$ cat config.mk
export PLATFORM = sky130hd
export DESIGN_NAME = tcc_top
export DESIGN_NICKNAME = d
export VERILOG_FILES = /design/src/hdl/tcc_edge_sync.v /design/src/hdl/tcc_toggle_ff.v /design/src/hdl/tcc_top.v
export VERILOG_INCLUDE_DIRS = /design/src /design/src/hdl
export SDC_FILE = /design/constraint.sdc
export NUM_CORES = 1
export LEC_CHECK = 0
export BUFFER_PORTS_ARGS = -buffer_cell sky130_fd_sc_hd__buf_4
export CAP_MARGIN = 5
export CORE_MARGIN = 2
export CORE_UTILIZATION = 45
export CTS_BUF_LIST = sky130_fd_sc_hd__clkbuf_8
export DETAILED_ROUTE_END_ITERATION = 12
export PLACE_DENSITY = 0.68
export SLEW_MARGIN = 15
export SYNTH_ARGS = -nofsm -noshare
export SYNTH_HDL_FRONTEND = slang
export SYNTH_SLANG_ARGS = --single-unit
$ cat constraint.sdc
create_clock -name I_MCLK -period 3 [get_ports I_MCLK]
set_input_delay 0 -clock I_MCLK [delete_from_list [all_inputs] [get_ports I_MCLK]]
set_output_delay 0 -clock I_MCLK [all_outputs]
set_load 0.02 [all_outputs]
$ cat src/hdl/tcc_regs.vh
/*
 * Register map, field positions, reset values and encodings for the
 * 16-bit capture/compare timer channel.
 * Assumes a 32-bit APB slave with one aligned word per register.
 */
`ifndef TCC_REGS_VH
`define TCC_REGS_VH

// Byte offsets of the registers
`define TCC_OFF_CTRL 8'h00
`define TCC_OFF_TOGGLE 8'h04
`define TCC_OFF_CMP_A 8'h08
`define TCC_OFF_CMP_B 8'h0C
`define TCC_OFF_CAP_A 8'h10
`define TCC_OFF_CAP_B 8'h14
`define TCC_OFF_COUNT 8'h18

// Channel mode register fields
`define TCC_CTRL_RUN 0
`define TCC_CTRL_PRE_RUN 1
`define TCC_CTRL_CLR_EN 2
`define TCC_CTRL_CLK_LO 3
`define TCC_CTRL_CLK_HI 4
`define TCC_CTRL_CAP_LO 5
`define TCC_CTRL_CAP_HI 6
`define TCC_CTRL_SOFT_CAP_N 7
`define TCC_CTRL_DB_EN 8
`define TCC_CTRL_PIN_SEL 9
`define TCC_CTRL_GPIO 10

// Toggle control register fields
`define TCC_TGL_CTL_LO 0
`define TCC_TGL_CTL_HI 1
`define TCC_TGL_EN_LO 2
`define TCC_TGL_EN_HI 5
`define TCC_TGL_SEC_CTL_LO 6
`define TCC_TGL_SEC_CTL_HI 7
`define TCC_TGL_SEC_EN_LO 8
`define TCC_TGL_SEC_EN_HI 9
`define TCC_TGL_PRI_STATE 10
`define TCC_TGL_SEC_STATE 11

// Capture timing modes
`define TCC_CAP_OFF 2'h0
`define TCC_CAP_TWO_PIN 2'h1
`define TCC_CAP_PULSE 2'h2
`define TCC_CAP_BYTE_TGL 2'h3

// Count source select
`define TCC_CLK_EXT 2'h0
`define TCC_CLK_T1 2'h1
`define TCC_CLK_T4 2'h2
`define TCC_CLK_T16 2'h3

// Toggle control actions
`define TCC_TGL_INVERT 2'h0
`define TCC_TGL_SET 2'h1
`define TCC_TGL_CLEAR 2'h2
`define TCC_TGL_KEEP 2'h3

// Prescaler tap masks (tick when masked bits all ones)
`define TCC_PRE_MASK_T1 9'h001
`define TCC_PRE_MASK_T4 9'h007
`define TCC_PRE_MASK_T16 9'h01F

// Reset values
`define TCC_RST_CMP 16'h0000
`define TCC_RST_WORD 32'h0000_0000

`endif

$ cat src/hdl/tcc_edge_sync.v
/*
 * Two-flop synchronisers with edge detection, one lane per pin.
 * Assumes pins are asynchronous levels; edges come out one cycle wide.
 */
`timescale 1ns/10ps
module tcc_edge_sync #(
	parameter W = 3
) (
	input wire i_clk,
	input wire i_rst,
	input wire [W-1:0] i_pins,
	output wire [W-1:0] o_rise,
	output wire [W-1:0] o_fall
);
	genvar g;
	generate
		for (g = 0; g < W; g = g + 1) begin : lane
			reg meta_reg; // First stage, read only by second
			reg sync_reg; // Stable copy
			reg prev_reg; // Last cycle's stable copy
			// Synchroniser and history
			always @(posedge i_clk) begin
				if (i_rst) begin
					meta_reg <= 1'b0;
					sync_reg <= 1'b0;
					prev_reg <= 1'b0;
				end else begin
					meta_reg <= i_pins[g];
					sync_reg <= meta_reg;
					prev_reg <= sync_reg;
				end
			end
			// One pulse per edge
			assign o_rise[g] = sync_reg & ~prev_reg;
			assign o_fall[g] = ~sync_reg & prev_reg;
		end
	endgenerate
endmodule

$ cat src/hdl/tcc_toggle_ff.v
/*
 * Timer toggle flip-flop with software invert/set/clear field.
 * Assumes i_wr is a one-cycle write strobe and i_invert a one-cycle event.
 */
`timescale 1ns/10ps
`include "tcc_regs.vh"
module tcc_toggle_ff (
	input wire i_clk,
	input wire i_rst,
	input wire i_wr,
	input wire [1:0] i_field,
	input wire i_invert,
	output reg o_q
);
	// A software invert, set or clear write wins over a hardware invert in the same cycle; a no-change write does not
	always @(posedge i_clk) begin
		if (i_rst) begin
			o_q <= 1'b0;
		end else if (i_wr && i_field == `TCC_TGL_INVERT) begin
			o_q <= ~o_q;
		end else if (i_wr && i_field == `TCC_TGL_SET) begin
			o_q <= 1'b1;
		end else if (i_wr && i_field == `TCC_TGL_CLEAR) begin
			o_q <= 1'b0;
		end else if (i_invert) begin
			o_q <= ~o_q;
		end
	end
endmodule

$ cat src/hdl/tcc_top.v
/*
 * One 16-bit timer/event counter channel with two compare and two
 * capture registers, toggle flip-flops and an APB register slave.
 * Assumes a single 100 MHz clock, synchronous active-high reset and
 * an APB master that holds each request until pready is seen.
 */
`timescale 1ns/10ps
`include "tcc_regs.vh"

module tcc_top #(
	parameter HAS_SECONDARY = 1
) (
	input wire I_MCLK,
	input wire I_SYS_RST,
	input wire I_PSEL,
	input wire I_PENABLE,
	input wire I_PWRITE,
	input wire [7:0] I_PADDR,
	input wire [31:0] I_PWDATA,
	input wire I_CAPTURE_INPUT_FIRST,
	input wire I_CAPTURE_INPUT_SECOND,
	input wire I_BYTE_TIMER_TOGGLE,
	output reg [31:0] O_PRDATA,
	output reg O_PREADY,
	output reg O_PSLVERR,
	output reg O_MATCH_A_IRQ,
	output reg O_MATCH_B_IRQ,
	output reg O_EDGE_IRQ_FIRST,
	output reg O_TIMER_OUTPUT_PIN,
	output reg O_SECONDARY_OUTPUT_PIN
);

	// Channel mode register
	reg run_reg; // Counter runs
	reg prescaler_run_reg; // Prescaler runs
	reg clear_en_reg; // Clear on compare B match
	reg [1:0] clock_select_field_reg; // Count source
	reg [1:0] capture_mode_sel_reg; // Capture timing
	reg double_buffer_en_reg; // Compare A double buffer
	reg pin_sel_reg; // Pin shows toggle, else port bit
	reg gpio_reg; // Port bit value when not timer

	// Toggle control register
	reg [3:0] invert_en_reg; // Cap B, cap A, match B, match A
	reg [1:0] sec_invert_en_reg; // Cap B, match B

	// Timer state
	reg [15:0] up_counter_reg; // The counter
	reg [15:0] up_counter_next;
	reg [15:0] compare_reg_a_reg; // Active compare A
	reg [15:0] compare_buf_a_reg; // Buffer behind compare A
	reg [15:0] compare_reg_b_reg; // Compare B
	reg [15:0] capture_reg_a_reg; // Capture A
	reg [15:0] capture_reg_b_reg; // Capture B
	reg [8:0] prescaler_reg; // Free divider
	reg eq_a_reg; // Last cycle's compare A equality
	reg eq_b_reg; // Last cycle's compare B equality

	// Bus decode
	wire bus_access = I_PSEL & I_PENABLE & O_PREADY;
	wire bus_write = bus_access & I_PWRITE;
	wire wr_ctrl = bus_write && I_PADDR == `TCC_OFF_CTRL;
	wire wr_toggle = bus_write && I_PADDR == `TCC_OFF_TOGGLE;
	wire wr_cmp_a = bus_write && I_PADDR == `TCC_OFF_CMP_A;
	wire wr_cmp_b = bus_write && I_PADDR == `TCC_OFF_CMP_B;
	reg [31:0] rd_data; // Read mux output
	reg rd_ok; // Address is mapped

	// Synchronised edges: 0 first pin, 1 second pin, 2 byte toggle
	wire [2:0] pin_rise;
	wire [2:0] pin_fall;

	// Count, compare and capture events
	reg count_tick; // Selected count source ticks this cycle
	wire eq_a = up_counter_reg == compare_reg_a_reg;
	wire eq_b = up_counter_reg == compare_reg_b_reg;
	wire match_a_evt = eq_a & ~eq_a_reg;
	wire match_b_evt = eq_b & ~eq_b_reg;
	reg hw_cap_a; // Hardware capture into A
	reg hw_cap_b; // Hardware capture into B
	wire soft_cap = wr_ctrl & ~I_PWDATA[`TCC_CTRL_SOFT_CAP_N];
	wire cap_a_evt = hw_cap_a | soft_cap;
	wire edge_irq_evt;
	wire pri_invert;
	wire sec_invert;
	wire primary_toggle_ff;
	wire secondary_toggle_ff;

	// Input synchronisers; every edge lives exactly one cycle
	tcc_edge_sync #(
		.W(3)
	) u_sync (
		.i_clk(I_MCLK),
		.i_rst(I_SYS_RST),
		.i_pins({I_BYTE_TIMER_TOGGLE, I_CAPTURE_INPUT_SECOND,
			I_CAPTURE_INPUT_FIRST}),
		.o_rise(pin_rise),
		.o_fall(pin_fall)
	);

	// APB handshake: one wait state, pready registered
	always @(posedge I_MCLK) begin
		if (I_SYS_RST) begin
			O_PREADY <= 1'b0;
			O_PSLVERR <= 1'b0;
			O_PRDATA <= `TCC_RST_WORD;
		end else begin
			// Ready goes high in the second access cycle only
			O_PREADY <= I_PSEL & I_PENABLE & ~O_PREADY;
			O_PSLVERR <= I_PSEL & I_PENABLE & ~O_PREADY & ~rd_ok;
			if (I_PSEL & I_PENABLE & ~O_PREADY & ~I_PWRITE) begin
				O_PRDATA <= rd_data;
			end
		end
	end

	// Read mux; soft capture bit always reads 1
	always @* begin
		rd_data = `TCC_RST_WORD;
		rd_ok = 1'b1;
		case (I_PADDR)
			`TCC_OFF_CTRL: begin
				rd_data[`TCC_CTRL_RUN] = run_reg;
				rd_data[`TCC_CTRL_PRE_RUN] = prescaler_run_reg;
				rd_data[`TCC_CTRL_CLR_EN] = clear_en_reg;
				rd_data[`TCC_CTRL_CLK_HI:`TCC_CTRL_CLK_LO] =
					clock_select_field_reg;
				rd_data[`TCC_CTRL_CAP_HI:`TCC_CTRL_CAP_LO] =
					capture_mode_sel_reg;
				rd_data[`TCC_CTRL_SOFT_CAP_N] = 1'b1;
				rd_data[`TCC_CTRL_DB_EN] = double_buffer_en_reg;
				rd_data[`TCC_CTRL_PIN_SEL] = pin_sel_reg;
				rd_data[`TCC_CTRL_GPIO] = gpio_reg;
			end
			`TCC_OFF_TOGGLE: begin
				// Action fields read as no-change
				rd_data[`TCC_TGL_CTL_HI:`TCC_TGL_CTL_LO] = `TCC_TGL_KEEP;
				rd_data[`TCC_TGL_EN_HI:`TCC_TGL_EN_LO] = invert_en_reg;
				rd_data[`TCC_TGL_SEC_CTL_HI:`TCC_TGL_SEC_CTL_LO] =
					`TCC_TGL_KEEP;
				rd_data[`TCC_TGL_SEC_EN_HI:`TCC_TGL_SEC_EN_LO] =
					sec_invert_en_reg;
				rd_data[`TCC_TGL_PRI_STATE] = primary_toggle_ff;
				rd_data[`TCC_TGL_SEC_STATE] = secondary_toggle_ff;
			end
			`TCC_OFF_CMP_A: begin
				rd_data[15:0] = compare_reg_a_reg;
			end
			`TCC_OFF_CMP_B: begin
				rd_data[15:0] = compare_reg_b_reg;
			end
			`TCC_OFF_CAP_A: begin
				rd_data[15:0] = capture_reg_a_reg;
			end
			`TCC_OFF_CAP_B: begin
				rd_data[15:0] = capture_reg_b_reg;
			end
			`TCC_OFF_COUNT: begin
				rd_data[15:0] = up_counter_reg;
			end
			default: begin
				// Unmapped: zero data with an error
				rd_ok = 1'b0;
			end
		endcase
	end

	// Control registers written by software
	always @(posedge I_MCLK) begin
		if (I_SYS_RST) begin
			run_reg <= 1'b0;
			prescaler_run_reg <= 1'b0;
			clear_en_reg <= 1'b0;
			clock_select_field_reg <= `TCC_CLK_EXT;
			capture_mode_sel_reg <= `TCC_CAP_OFF;
			double_buffer_en_reg <= 1'b0;
			pin_sel_reg <= 1'b0;
			gpio_reg <= 1'b0;
			invert_en_reg <= 4'h0;
			sec_invert_en_reg <= 2'h0;
		end else begin
			if (wr_ctrl) begin
				run_reg <= I_PWDATA[`TCC_CTRL_RUN];
				prescaler_run_reg <= I_PWDATA[`TCC_CTRL_PRE_RUN];
				clear_en_reg <= I_PWDATA[`TCC_CTRL_CLR_EN];
				clock_select_field_reg <=
					I_PWDATA[`TCC_CTRL_CLK_HI:`TCC_CTRL_CLK_LO];
				capture_mode_sel_reg <=
					I_PWDATA[`TCC_CTRL_CAP_HI:`TCC_CTRL_CAP_LO];
				double_buffer_en_reg <= I_PWDATA[`TCC_CTRL_DB_EN];
				pin_sel_reg <= I_PWDATA[`TCC_CTRL_PIN_SEL];
				gpio_reg <= I_PWDATA[`TCC_CTRL_GPIO];
			end
			if (wr_toggle) begin
				invert_en_reg <=
					I_PWDATA[`TCC_TGL_EN_HI:`TCC_TGL_EN_LO];
				sec_invert_en_reg <=
					I_PWDATA[`TCC_TGL_SEC_EN_HI:`TCC_TGL_SEC_EN_LO];
			end
		end
	end

	// Prescaler; only advances while software lets it run
	always @(posedge I_MCLK) begin
		if (I_SYS_RST) begin
			prescaler_reg <= 9'h000;
		end else if (prescaler_run_reg) begin
			prescaler_reg <= prescaler_reg + 9'h001;
		end
	end

	// Count source select
	always @* begin
		case (clock_select_field_reg)
			`TCC_CLK_EXT: count_tick = pin_rise[0];
			`TCC_CLK_T1: count_tick = prescaler_run_reg &&
				(prescaler_reg & `TCC_PRE_MASK_T1) == `TCC_PRE_MASK_T1;
			`TCC_CLK_T4: count_tick = prescaler_run_reg &&
				(prescaler_reg & `TCC_PRE_MASK_T4) == `TCC_PRE_MASK_T4;
			`TCC_CLK_T16: count_tick = prescaler_run_reg &&
				(prescaler_reg & `TCC_PRE_MASK_T16) == `TCC_PRE_MASK_T16;
			default: count_tick = 1'b0;
		endcase
	end

	// Counter next value; clear on match B beats a count
	always @* begin
		up_counter_next = up_counter_reg;
		if (clear_en_reg && match_b_evt) begin
			up_counter_next = 16'h0000;
		end else if (run_reg && count_tick) begin
			// Natural 16-bit wrap when clearing is off
			up_counter_next = up_counter_reg + 16'h0001;
		end
	end

	// Counter and match history
	always @(posedge I_MCLK) begin
		if (I_SYS_RST) begin
			up_counter_reg <= 16'h0000;
			eq_a_reg <= 1'b0;
			eq_b_reg <= 1'b0;
		end else begin
			up_counter_reg <= up_counter_next;
			eq_a_reg <= eq_a;
			eq_b_reg <= eq_b;
		end
	end

	// Compare registers and the compare A buffer
	always @(posedge I_MCLK) begin
		if (I_SYS_RST) begin
			compare_reg_a_reg <= `TCC_RST_CMP;
			compare_buf_a_reg <= `TCC_RST_CMP;
			compare_reg_b_reg <= `TCC_RST_CMP;
		end else begin
			if (wr_cmp_a) begin
				compare_buf_a_reg <= I_PWDATA[15:0];
			end
			if (wr_cmp_a && !double_buffer_en_reg) begin
				compare_reg_a_reg <= I_PWDATA[15:0];
			end else if (double_buffer_en_reg && match_b_evt) begin
				// Swap at period end avoids a torn duty cycle
				compare_reg_a_reg <= compare_buf_a_reg;
			end
			if (wr_cmp_b) begin
				compare_reg_b_reg <= I_PWDATA[15:0];
			end
		end
	end

	// Hardware capture timing per mode
	always @* begin
		case (capture_mode_sel_reg)
			`TCC_CAP_OFF: begin
				hw_cap_a = 1'b0;
				hw_cap_b = 1'b0;
			end
			`TCC_CAP_TWO_PIN: begin
				hw_cap_a = pin_rise[0];
				hw_cap_b = pin_rise[1];
			end
			`TCC_CAP_PULSE: begin
				hw_cap_a = pin_rise[0];
				hw_cap_b = pin_fall[0];
			end
			`TCC_CAP_BYTE_TGL: begin
				hw_cap_a = pin_rise[2];
				hw_cap_b = pin_fall[2];
			end
			default: begin
				hw_cap_a = 1'b0;
				hw_cap_b = 1'b0;
			end
		endcase
	end

	// Capture registers; merged request loads once
	always @(posedge I_MCLK) begin
		if (I_SYS_RST) begin
			capture_reg_a_reg <= 16'h0000;
			capture_reg_b_reg <= 16'h0000;
		end else begin
			if (cap_a_evt) begin
				capture_reg_a_reg <= up_counter_reg;
			end
			if (hw_cap_b) begin
				capture_reg_b_reg <= up_counter_reg;
			end
		end
	end

	// Edge interrupt polarity follows the capture mode
	assign edge_irq_evt = (capture_mode_sel_reg == `TCC_CAP_PULSE) ?
		pin_fall[0] : pin_rise[0];

	// Invert requests for the two toggle flip-flops
	assign pri_invert = (invert_en_reg[0] & match_a_evt) |
		(invert_en_reg[1] & match_b_evt) |
		(invert_en_reg[2] & cap_a_evt) |
		(invert_en_reg[3] & hw_cap_b);
	assign sec_invert = (sec_invert_en_reg[0] & match_b_evt) |
		(sec_invert_en_reg[1] & hw_cap_b);

	// Primary toggle flip-flop
	tcc_toggle_ff u_primary (
		.i_clk(I_MCLK),
		.i_rst(I_SYS_RST),
		.i_wr(wr_toggle),
		.i_field(I_PWDATA[`TCC_TGL_CTL_HI:`TCC_TGL_CTL_LO]),
		.i_invert(pri_invert),
		.o_q(primary_toggle_ff)
	);

	// Secondary toggle, held low on channels built with HAS_SECONDARY at 0 (default 1)
	tcc_toggle_ff u_secondary (
		.i_clk(I_MCLK),
		.i_rst(I_SYS_RST),
		.i_wr(wr_toggle & (HAS_SECONDARY != 0)),
		.i_field(I_PWDATA[`TCC_TGL_SEC_CTL_HI:`TCC_TGL_SEC_CTL_LO]),
		.i_invert(sec_invert & (HAS_SECONDARY != 0)),
		.o_q(secondary_toggle_ff)
	);

	// Registered outputs: interrupts and pins
	always @(posedge I_MCLK) begin
		if (I_SYS_RST) begin
			O_MATCH_A_IRQ <= 1'b0;
			O_MATCH_B_IRQ <= 1'b0;
			O_EDGE_IRQ_FIRST <= 1'b0;
			O_TIMER_OUTPUT_PIN <= 1'b0;
			O_SECONDARY_OUTPUT_PIN <= 1'b0;
		end else begin
			O_MATCH_A_IRQ <= match_a_evt;
			O_MATCH_B_IRQ <= match_b_evt;
			O_EDGE_IRQ_FIRST <= edge_irq_evt;
			// Pin shared with a port bit; one cycle late
			O_TIMER_OUTPUT_PIN <= pin_sel_reg ?
				primary_toggle_ff : gpio_reg;
			O_SECONDARY_OUTPUT_PIN <= secondary_toggle_ff;
		end
	end

endmodule

==> summary.txt, run 1 <==
Status
  • Status: finished, final reports clean

CTS
  • Sink Count: 153
  • TritonCTS buffer count: 17
  • Root Driver: clkbuf_8
  • H-tree levels: 4
  • CTS tree: built
  • Hold_buf cts: 23
  • Max Buffers Root-to-Sink: 2
  • Clock-pin slew on the worst setup and hold paths: 80 ps
  • Clk Latency, worst-skew pair: 470 ps
  • Post-CTS resize count: 0
  • Setup Buffers After CTS: 0

Layout
  • Multi-input logic area: 3830 sq um
  • Share of cells above drive strength 1: 0.1470
  • FF+latch area: 3063 sq um
  • Nets@finish: about 940
  • N_diodes: 0
  • Design area: ~8400 sq um
  • Synth-to-layout area growth: 15.02%
  • FILL cells: 1504

Die
  • Initial core utilization: 0.4603
  • # IOs: 87
  • Die X-Extent: about 130 microns
  • Height of the die: 131.5 microns
  • Row count: 46
  • Placeable Area: 15890 sq um
  • Die ar.: 17280 sq um

Worst setup path
  • Critical path fanouts, max: 17
  • Setup slack, reg-to-reg: 570 ps
  • Critical path class: register to register
  • Worst path max stage delay: 650 ps
  • Worst Path Buf+Inv: 0
  • Worst path required time: 3410 ps
  • Crit start category: register
  • Crit end category: register
  • Critical-path cell list: xor2_1 -> nor4_1 -> nand4_1 -> or3_1 -> nand2_1 -> o221a_1
  • CP max-delay cell: or3_1
  • Worst endpoint data arrival time: 2840 ps
  • Cell family with most CP delay: simple AND/OR/NAND/NOR gates

GRT
  • First-pass GRT wire length: 30250 microns
  • GR Layer Usage met3: 0.04398
  • Initial antenna violation count: 0
  • Gr usage total: 0.2248
  • Routing usage on met1: 0.3134
  • Overflow after GRT: 0
  • Pin count of the biggest net entering global routing: 80
  • Gr busiest metal: met2
  • Vias in the first global route: 5404
  • Met2 Usage GRT: 0.3397

Logic synthesis
  • Post-synth EDFFs: 0
  • Synth warn: 0
  • Fraction of registers with async set/reset: 0
  • Synth top cells by count: dfxtp_1 (153), nor2_1 (115), nand2_1 (87), mux2i_1 (73), a21oi_1 (52)
  • Synth unique cells: 63
  • Synth Register Bits: 153
  • Mapped Area: 7312 sq um
  • Post-synth top flop: dfxtp_1
  • Most frequent cell after synthesis: dfxtp_1
  • Yosys top cell by area: dfxtp_1
  • Synth top area share: 0.4189
  • Sequential area share after synthesis: 0.4189
  • Cells after synthesis: 823
  • Largest cells by area after synthesis: dfxtp_1 (42%), mux2i_1 (10%), nor2_1 (5.9%)
  • Synth Area per Inst: 8.885 sq um

Detailed routing
  • Detailed-route wire length per cell: 17.57 microns
  • Drt pass-1 iters: 6
  • Detailed Route WL: 19450 microns
  • Routed vias/inst: 5.457
  • Via count: 6041
  • Drt initial violations: 489
  • DRC: 0
  • Final ANT Viol Nets: 0

Placed design
  • Global placer's final weighted congestion: roughly 0.9
  • Area after DPL: 7809 sq um
  • PortBufs: 54
  • DP HPWL: 13580 microns

Pwr
  • P_leak: 3.461 nW
  • PwrDens: 445.7 nW/um^2
  • Worst IR Drop VDD: 256.8 uV

Worst hold path
  • Worst hold path type: input port to register

Timing
  • Setup TNS: 0 ps
  • Tmin final: ~2400 ps
  • Final Setup Violations: 0
  • RSZ-0062 raised after global routing: no
  • Final critical-path share of the clock period: 0.8097
  • F_max: a little over 0.4 GHz
  • Relative slew slack: 0.4083
  • Worst Skew: 15.18 ps
  • Fin. Hold Viols: 0
  • Final Max Tran Viols: 0
  • Worst-Margin Slew: 887.6 ps

Job
  • Max-Cap Viols: 0
[cells by family (layout without fill, tap and decap cells)]
| family | Yosys count | count (layout) | share of synthesized area |
|---|---|---|---|
| flip-flops | 153 | 153 | 0.4189 |
| adder cells (fa/ha/maj) | 8 | 8 | 0.01369 |
| other | 1 | 16 | 0.0005129 |
| AND/OR/NAND/NOR | 325 | 325 | 0.2149 |
| multiplexers | 84 | 84 | 0.1261 |
| AO/OA/AOI/OAI | 111 | 111 | 0.09976 |
| XOR/XNOR | 49 | 49 | 0.05869 |
| buffers and inverters | 92 | 145 | 0.06742 |
[through the flow]
stage | util | setup slack, ps | total power [mW] | hold WS [ps] | instances
after floorplan | - | 701.1 | 2.229 | 128.2 | 838
after global placement | 0.4916 | 682.8 | 2.304 | 213.2 | 1053
after detailed placement | 0.4916 | 651.6 | 2.305 | 220.0 | 1053
after CTS | 0.5295 | 624.3 | 3.769 | 9.015 | 1107
after global routing | 0.5295 | 439.1 | 3.869 | 62.17 | 1107
final | 0.5295 | 570.9 | 3.749 | 32.45 | 1107
[final timing paths]
path	start	to	cells after the start
hold reg to reg	eq_a_reg	O_MATCH_A_IRQ	1
setup reg to reg	up_counter_reg[0]	compare_reg_a_reg[7]	6
setup / recovery	up_counter_reg[0]	compare_reg_a_reg[7]	6
hold / removal	I_PADDR[6]	O_PSLVERR	5
[tightest hold or removal path, stage by stage]
cell and delay, ps:
buf_4 100, nor2_1 90, nand2_1 110, a31oi_1 60, nor2b_1 90
[layout make-up]
cell class	instances	area share
well taps	216	0.03213
flip-flops and latches	153	0.3642
repair buffers	104	0.09967
multi-input cells	593	0.4554
inverters	10	0.004463
clock buffers	24	0.03927
clock inverters	7	0.004909
[routing by layer]
metal,vias up,wire length (microns)
met5,-,0
met4,0,498
met3,33,1445
met2,230,8793
met1,2848,8714
li1,2930,-
[power by group]
group | internal (mW) | total [mW] | switching, mW
sequential | 2.04 | 2.05 | 0.00722
clock | 0.716 | 1.47 | 0.749
combinational | 0.0874 | 0.234 | 0.146
total | 2.85 | 3.75 | 0.903
[cells in the final DEF (no fill, tap or decap), types with 3 or more instances in the layout]
master,count
dfxtp_1,153
nor2_1,115
nand2_1,87
buf_4,81
mux2i_1,73
a21oi_1,52
xor2_1,35
nor3_1,35
clkbuf_8,24
dlygate4sd3_1,23
nor4_1,19
conb_1,16
xnor2_1,14
nor2b_1,14
a22oi_1,13
inv_1,12
nand3_1,10
nand4_1,9
ha_1,8
o21ai_0,7
a211oi_1,6
mux4_2,6
and3_1,5
a221o_1,5
nor3b_1,4
nand3b_1,4
or3_1,4
o221a_1,4
o22ai_1,4
mux2_2,4
nor4b_1,3
(Power assumes the default switching activity.)
==> run 2: changes to the inputs <==
clock period = 2.4 ns   (was 3 ns; I/O delays follow)
==> run 2 against run 1 <==
Effect of this change:
- design area increased by 2.7%
- combinational power increased by 33%
- via count increased by 1.3%
- setup slack got worse by 360 ps
- global-route usage increased by 0.98 points
- sequential power increased by 25%
- highest routed layer unchanged
- largest cell class unchanged
- critical path type is now input port to register
- non-clock buffer count increased by 23
- flip-flop and latch count unchanged
- wire length increased by 2.9%
==> summary.txt, run 2 (synthesized netlist as in run 1, its figures left out) <==
Die
  • Row count: 46 (unchanged)
  • Die X-Extent: 131.5 microns (unchanged)
  • # IOs: 87 (unchanged)
  • Placeable Area: 15890 sq um (unchanged)
  • Die ar.: 17280 sq um (unchanged)
  • Initial core utilization: 0.4603 (unchanged)
  • Height of the die: 131.5 microns (unchanged)

CTS
  • Clock-pin slew on the worst setup and hold paths: 90 ps (was 80 ps)
  • Sink Count: 153 (unchanged)
  • H-tree levels: 4 (unchanged)
  • Root Driver: clkbuf_8 (unchanged)
  • TritonCTS buffer count: 17 (unchanged)
  • CTS tree: built (unchanged)
  • Clk Latency, worst-skew pair: 490 ps (was 470 ps)
  • Max Buffers Root-to-Sink: 2 (unchanged)
  • Post-CTS resize count: 0 (unchanged)

Detailed routing
  • Detailed Route WL: 20020 microns (was 19450 microns)
  • Drt pass-1 iters: 5 (was 6)
  • Detailed-route wire length per cell: 17.70 microns (was 17.57 microns)
  • Routed vias/inst: 5.411 (was 5.457)
  • DRC: 0 (unchanged)
  • Drt initial violations: 444 (was 489)
  • Via count: 6120 (was 6041)
  • Final ANT Viol Nets: 0 (unchanged)

Worst hold path
  • Worst hold path type: input port to register (unchanged)

Timing
  • F_max: 0.4564 GHz
  • Final critical-path share of the clock period: 0.9130
  • Tmin final: 2191 ps
  • Worst Skew: 13.97 ps (was 15.18 ps)
  • Worst-Margin Slew: 567.7 ps (was 887.6 ps)
  • Setup TNS: 0 ps (unchanged)
  • Final Setup Violations: 0 (unchanged)
  • Final Max Tran Viols: 0 (unchanged)
  • Relative slew slack: 0.6215 (was 0.4083)
  • RSZ-0062 raised after global routing: no (unchanged)
  • Fin. Hold Viols: 0 (unchanged)

Worst setup path
  • Worst path max stage delay: 610 ps (was 650 ps)
  • Cell family with most CP delay: buffers and inverters (was simple AND/OR/NAND/NOR gates)
  • Worst endpoint data arrival time: 2600 ps (was 2840 ps)
  • Most repeated library cell on the critical path: dlygate4sd3_1
  • Critical-path cell list: dlygate4sd3_1 -> buf_4 -> nor3_4 -> dlygate4sd3_1 -> nand2_1 -> a31oi_1 -> and2_1 -> o21ai_0 -> a21oi_1 (was xor2_1 -> nor4_1 -> nand4_1 -> or3_1 -> nand2_1 -> o221a_1)
  • Crit end category: register (unchanged)
  • Worst Path Buf+Inv: 3 (was 0)
  • Critical path class: input port to register (was register to register)
  • Critical path fanouts, max: 10 (was 17)
  • Crit start category: input port (was register)
  • Worst path required time: 2810 ps (was 3410 ps)
  • CP max-delay cell: dlygate4sd3_1 (was or3_1)
  • Setup slack, reg-to-reg: 230 ps (was 570 ps)

Layout
  • FILL cells: 1502 (was 1504)
  • Nets@finish: 958 (was 935)
  • Leading cell type in the layout, fill and taps excluded: dfxtp_1 (unchanged)
  • Most frequent cells in the layout: dfxtp_1 (153), nor2_1 (115), buf_4 (94) (was dfxtp_1 (153), nor2_1 (115), nand2_1 (87))
  • N_diodes: 0 (unchanged)
  • Synth-to-layout area growth: 18.14% (was 15.02%)
  • Share of cells above drive strength 1: 0.1650 (was 0.1470)
  • Util after Layout: 0.5438 (was 0.5295)

Job
  • Max-Cap Viols: 0 (unchanged)

Placed design
  • PortBufs: 54 (unchanged)
  • Global placer's final weighted congestion: 0.9531 (was 0.8938)
  • DP HPWL: 14230 microns (was 13580 microns)

Pwr
  • Sw Ratio: 0.2693 (was 0.2409)
  • PwrDens: 545.2 nW/um^2 (was 445.7 nW/um^2)
  • Net Sw Power: 1.268 mW (was 0.9030 mW)
  • P_leak: 3.578 nW (was 3.461 nW)
  • Reg power frac: 0.544 (was 0.547)
  • Pint: 3.441 mW (was 2.846 mW)
  • Clock group share of total power: 0.390 (was 0.391)
  • Worst IR Drop VDD: 417.0 uV (was 256.8 uV)
  • Combinational Power Share: 0.066 (was 0.062)

GRT
  • Gr usage total: 0.2347 (was 0.2248)
  • Pin count of the biggest net entering global routing: 53 (was 80)
  • Vias in the first global route: 5823 (was 5404)
  • Initial antenna violation count: 0 (unchanged)
  • First-pass GRT wire length: 31870 microns (was 30250 microns)
  • Overflow after GRT: 0 (unchanged)

Status
  • Status: finished, final reports clean (unchanged)
[run 2: cell count changes in the layout (fill, tap and decap cells not counted), sizes merged]
cell / previous run / this run
buf: 81 / 98
clkbuf: 24 / 18
dlygate4sd3: 23 / 29
clkinv: 2 / 5
inv: 13 / 16
clkinvlp: 2 / 3
[run 2: repair_timing]
item | in CTS | in global routing
hold buffers | 29 | 0
setup buffers | 0 | 0
setup endpoints to repair | 0 | 0
hold endpoints to repair | 90 | 0
[run 2: stage by stage]
step                      std cells  instance area, sq um  hold WS (ps)  setup WS, ps  total power, mW
after CTS                      1131                  8638         68.18         242.4            4.737
after global placement         1070                  7986         211.6         291.6            2.891
after global routing           1131                  8638         115.5         36.56            4.865
after detailed placement       1070                  7986         215.5         263.5            2.891
after floorplan                 838                  7368         128.2         101.1            2.786
final                          1131                  8638         91.39         208.9            4.710
[run 2: final cells by class]
cell class                      count  area (sq um)  share of cell area
Clock inverter                     14         113.9             0.01318
Tap cell                          216         270.3             0.03129
Timing Repair Buffer              127          1076              0.1246
Inverter                           10         37.54            0.004345
Clock buffer                       18         247.7             0.02868
Sequential cell                   153          3063              0.3546
Multi-Input combinational cell    593          3830              0.4434
[run 2: path summary, 6_finish.rpt]
path	to	depth (start not counted)	startpoint
setup / recovery	O_PRDATA[6]	9	I_PADDR[5]
hold / removal	O_PSLVERR	3	I_PADDR[3]
setup reg to reg	u_primary.o_q	8	capture_mode_sel_reg[0]
hold reg to reg	u_sync.lane[1].sync_reg	1	u_sync.lane[1].meta_reg
[run 2: layer usage]
layer  share of wire  GRT usage
met5               0          0
met4           0.027    0.09058
met3           0.063    0.05324
met2            0.45     0.3586
met1            0.46     0.3223
[run 2: power by group through the flow]
| stage | clock network [mW] | logic, mW | registers [mW] |
|---|---|---|---|
| floorplan | 0 | 0.156 | 2.63 |
| global placement | 0 | 0.270 | 2.62 |
| detailed placement | 0 | 0.270 | 2.62 |
| CTS | 1.87 | 0.308 | 2.56 |
| global route | 1.97 | 0.333 | 2.56 |
| finish | 1.84 | 0.312 | 2.56 |
[run 2: worst min-delay path, stage by stage]
cell and delay, ps:
buf_4 270, a31oi_1 170, nor2b_1 100
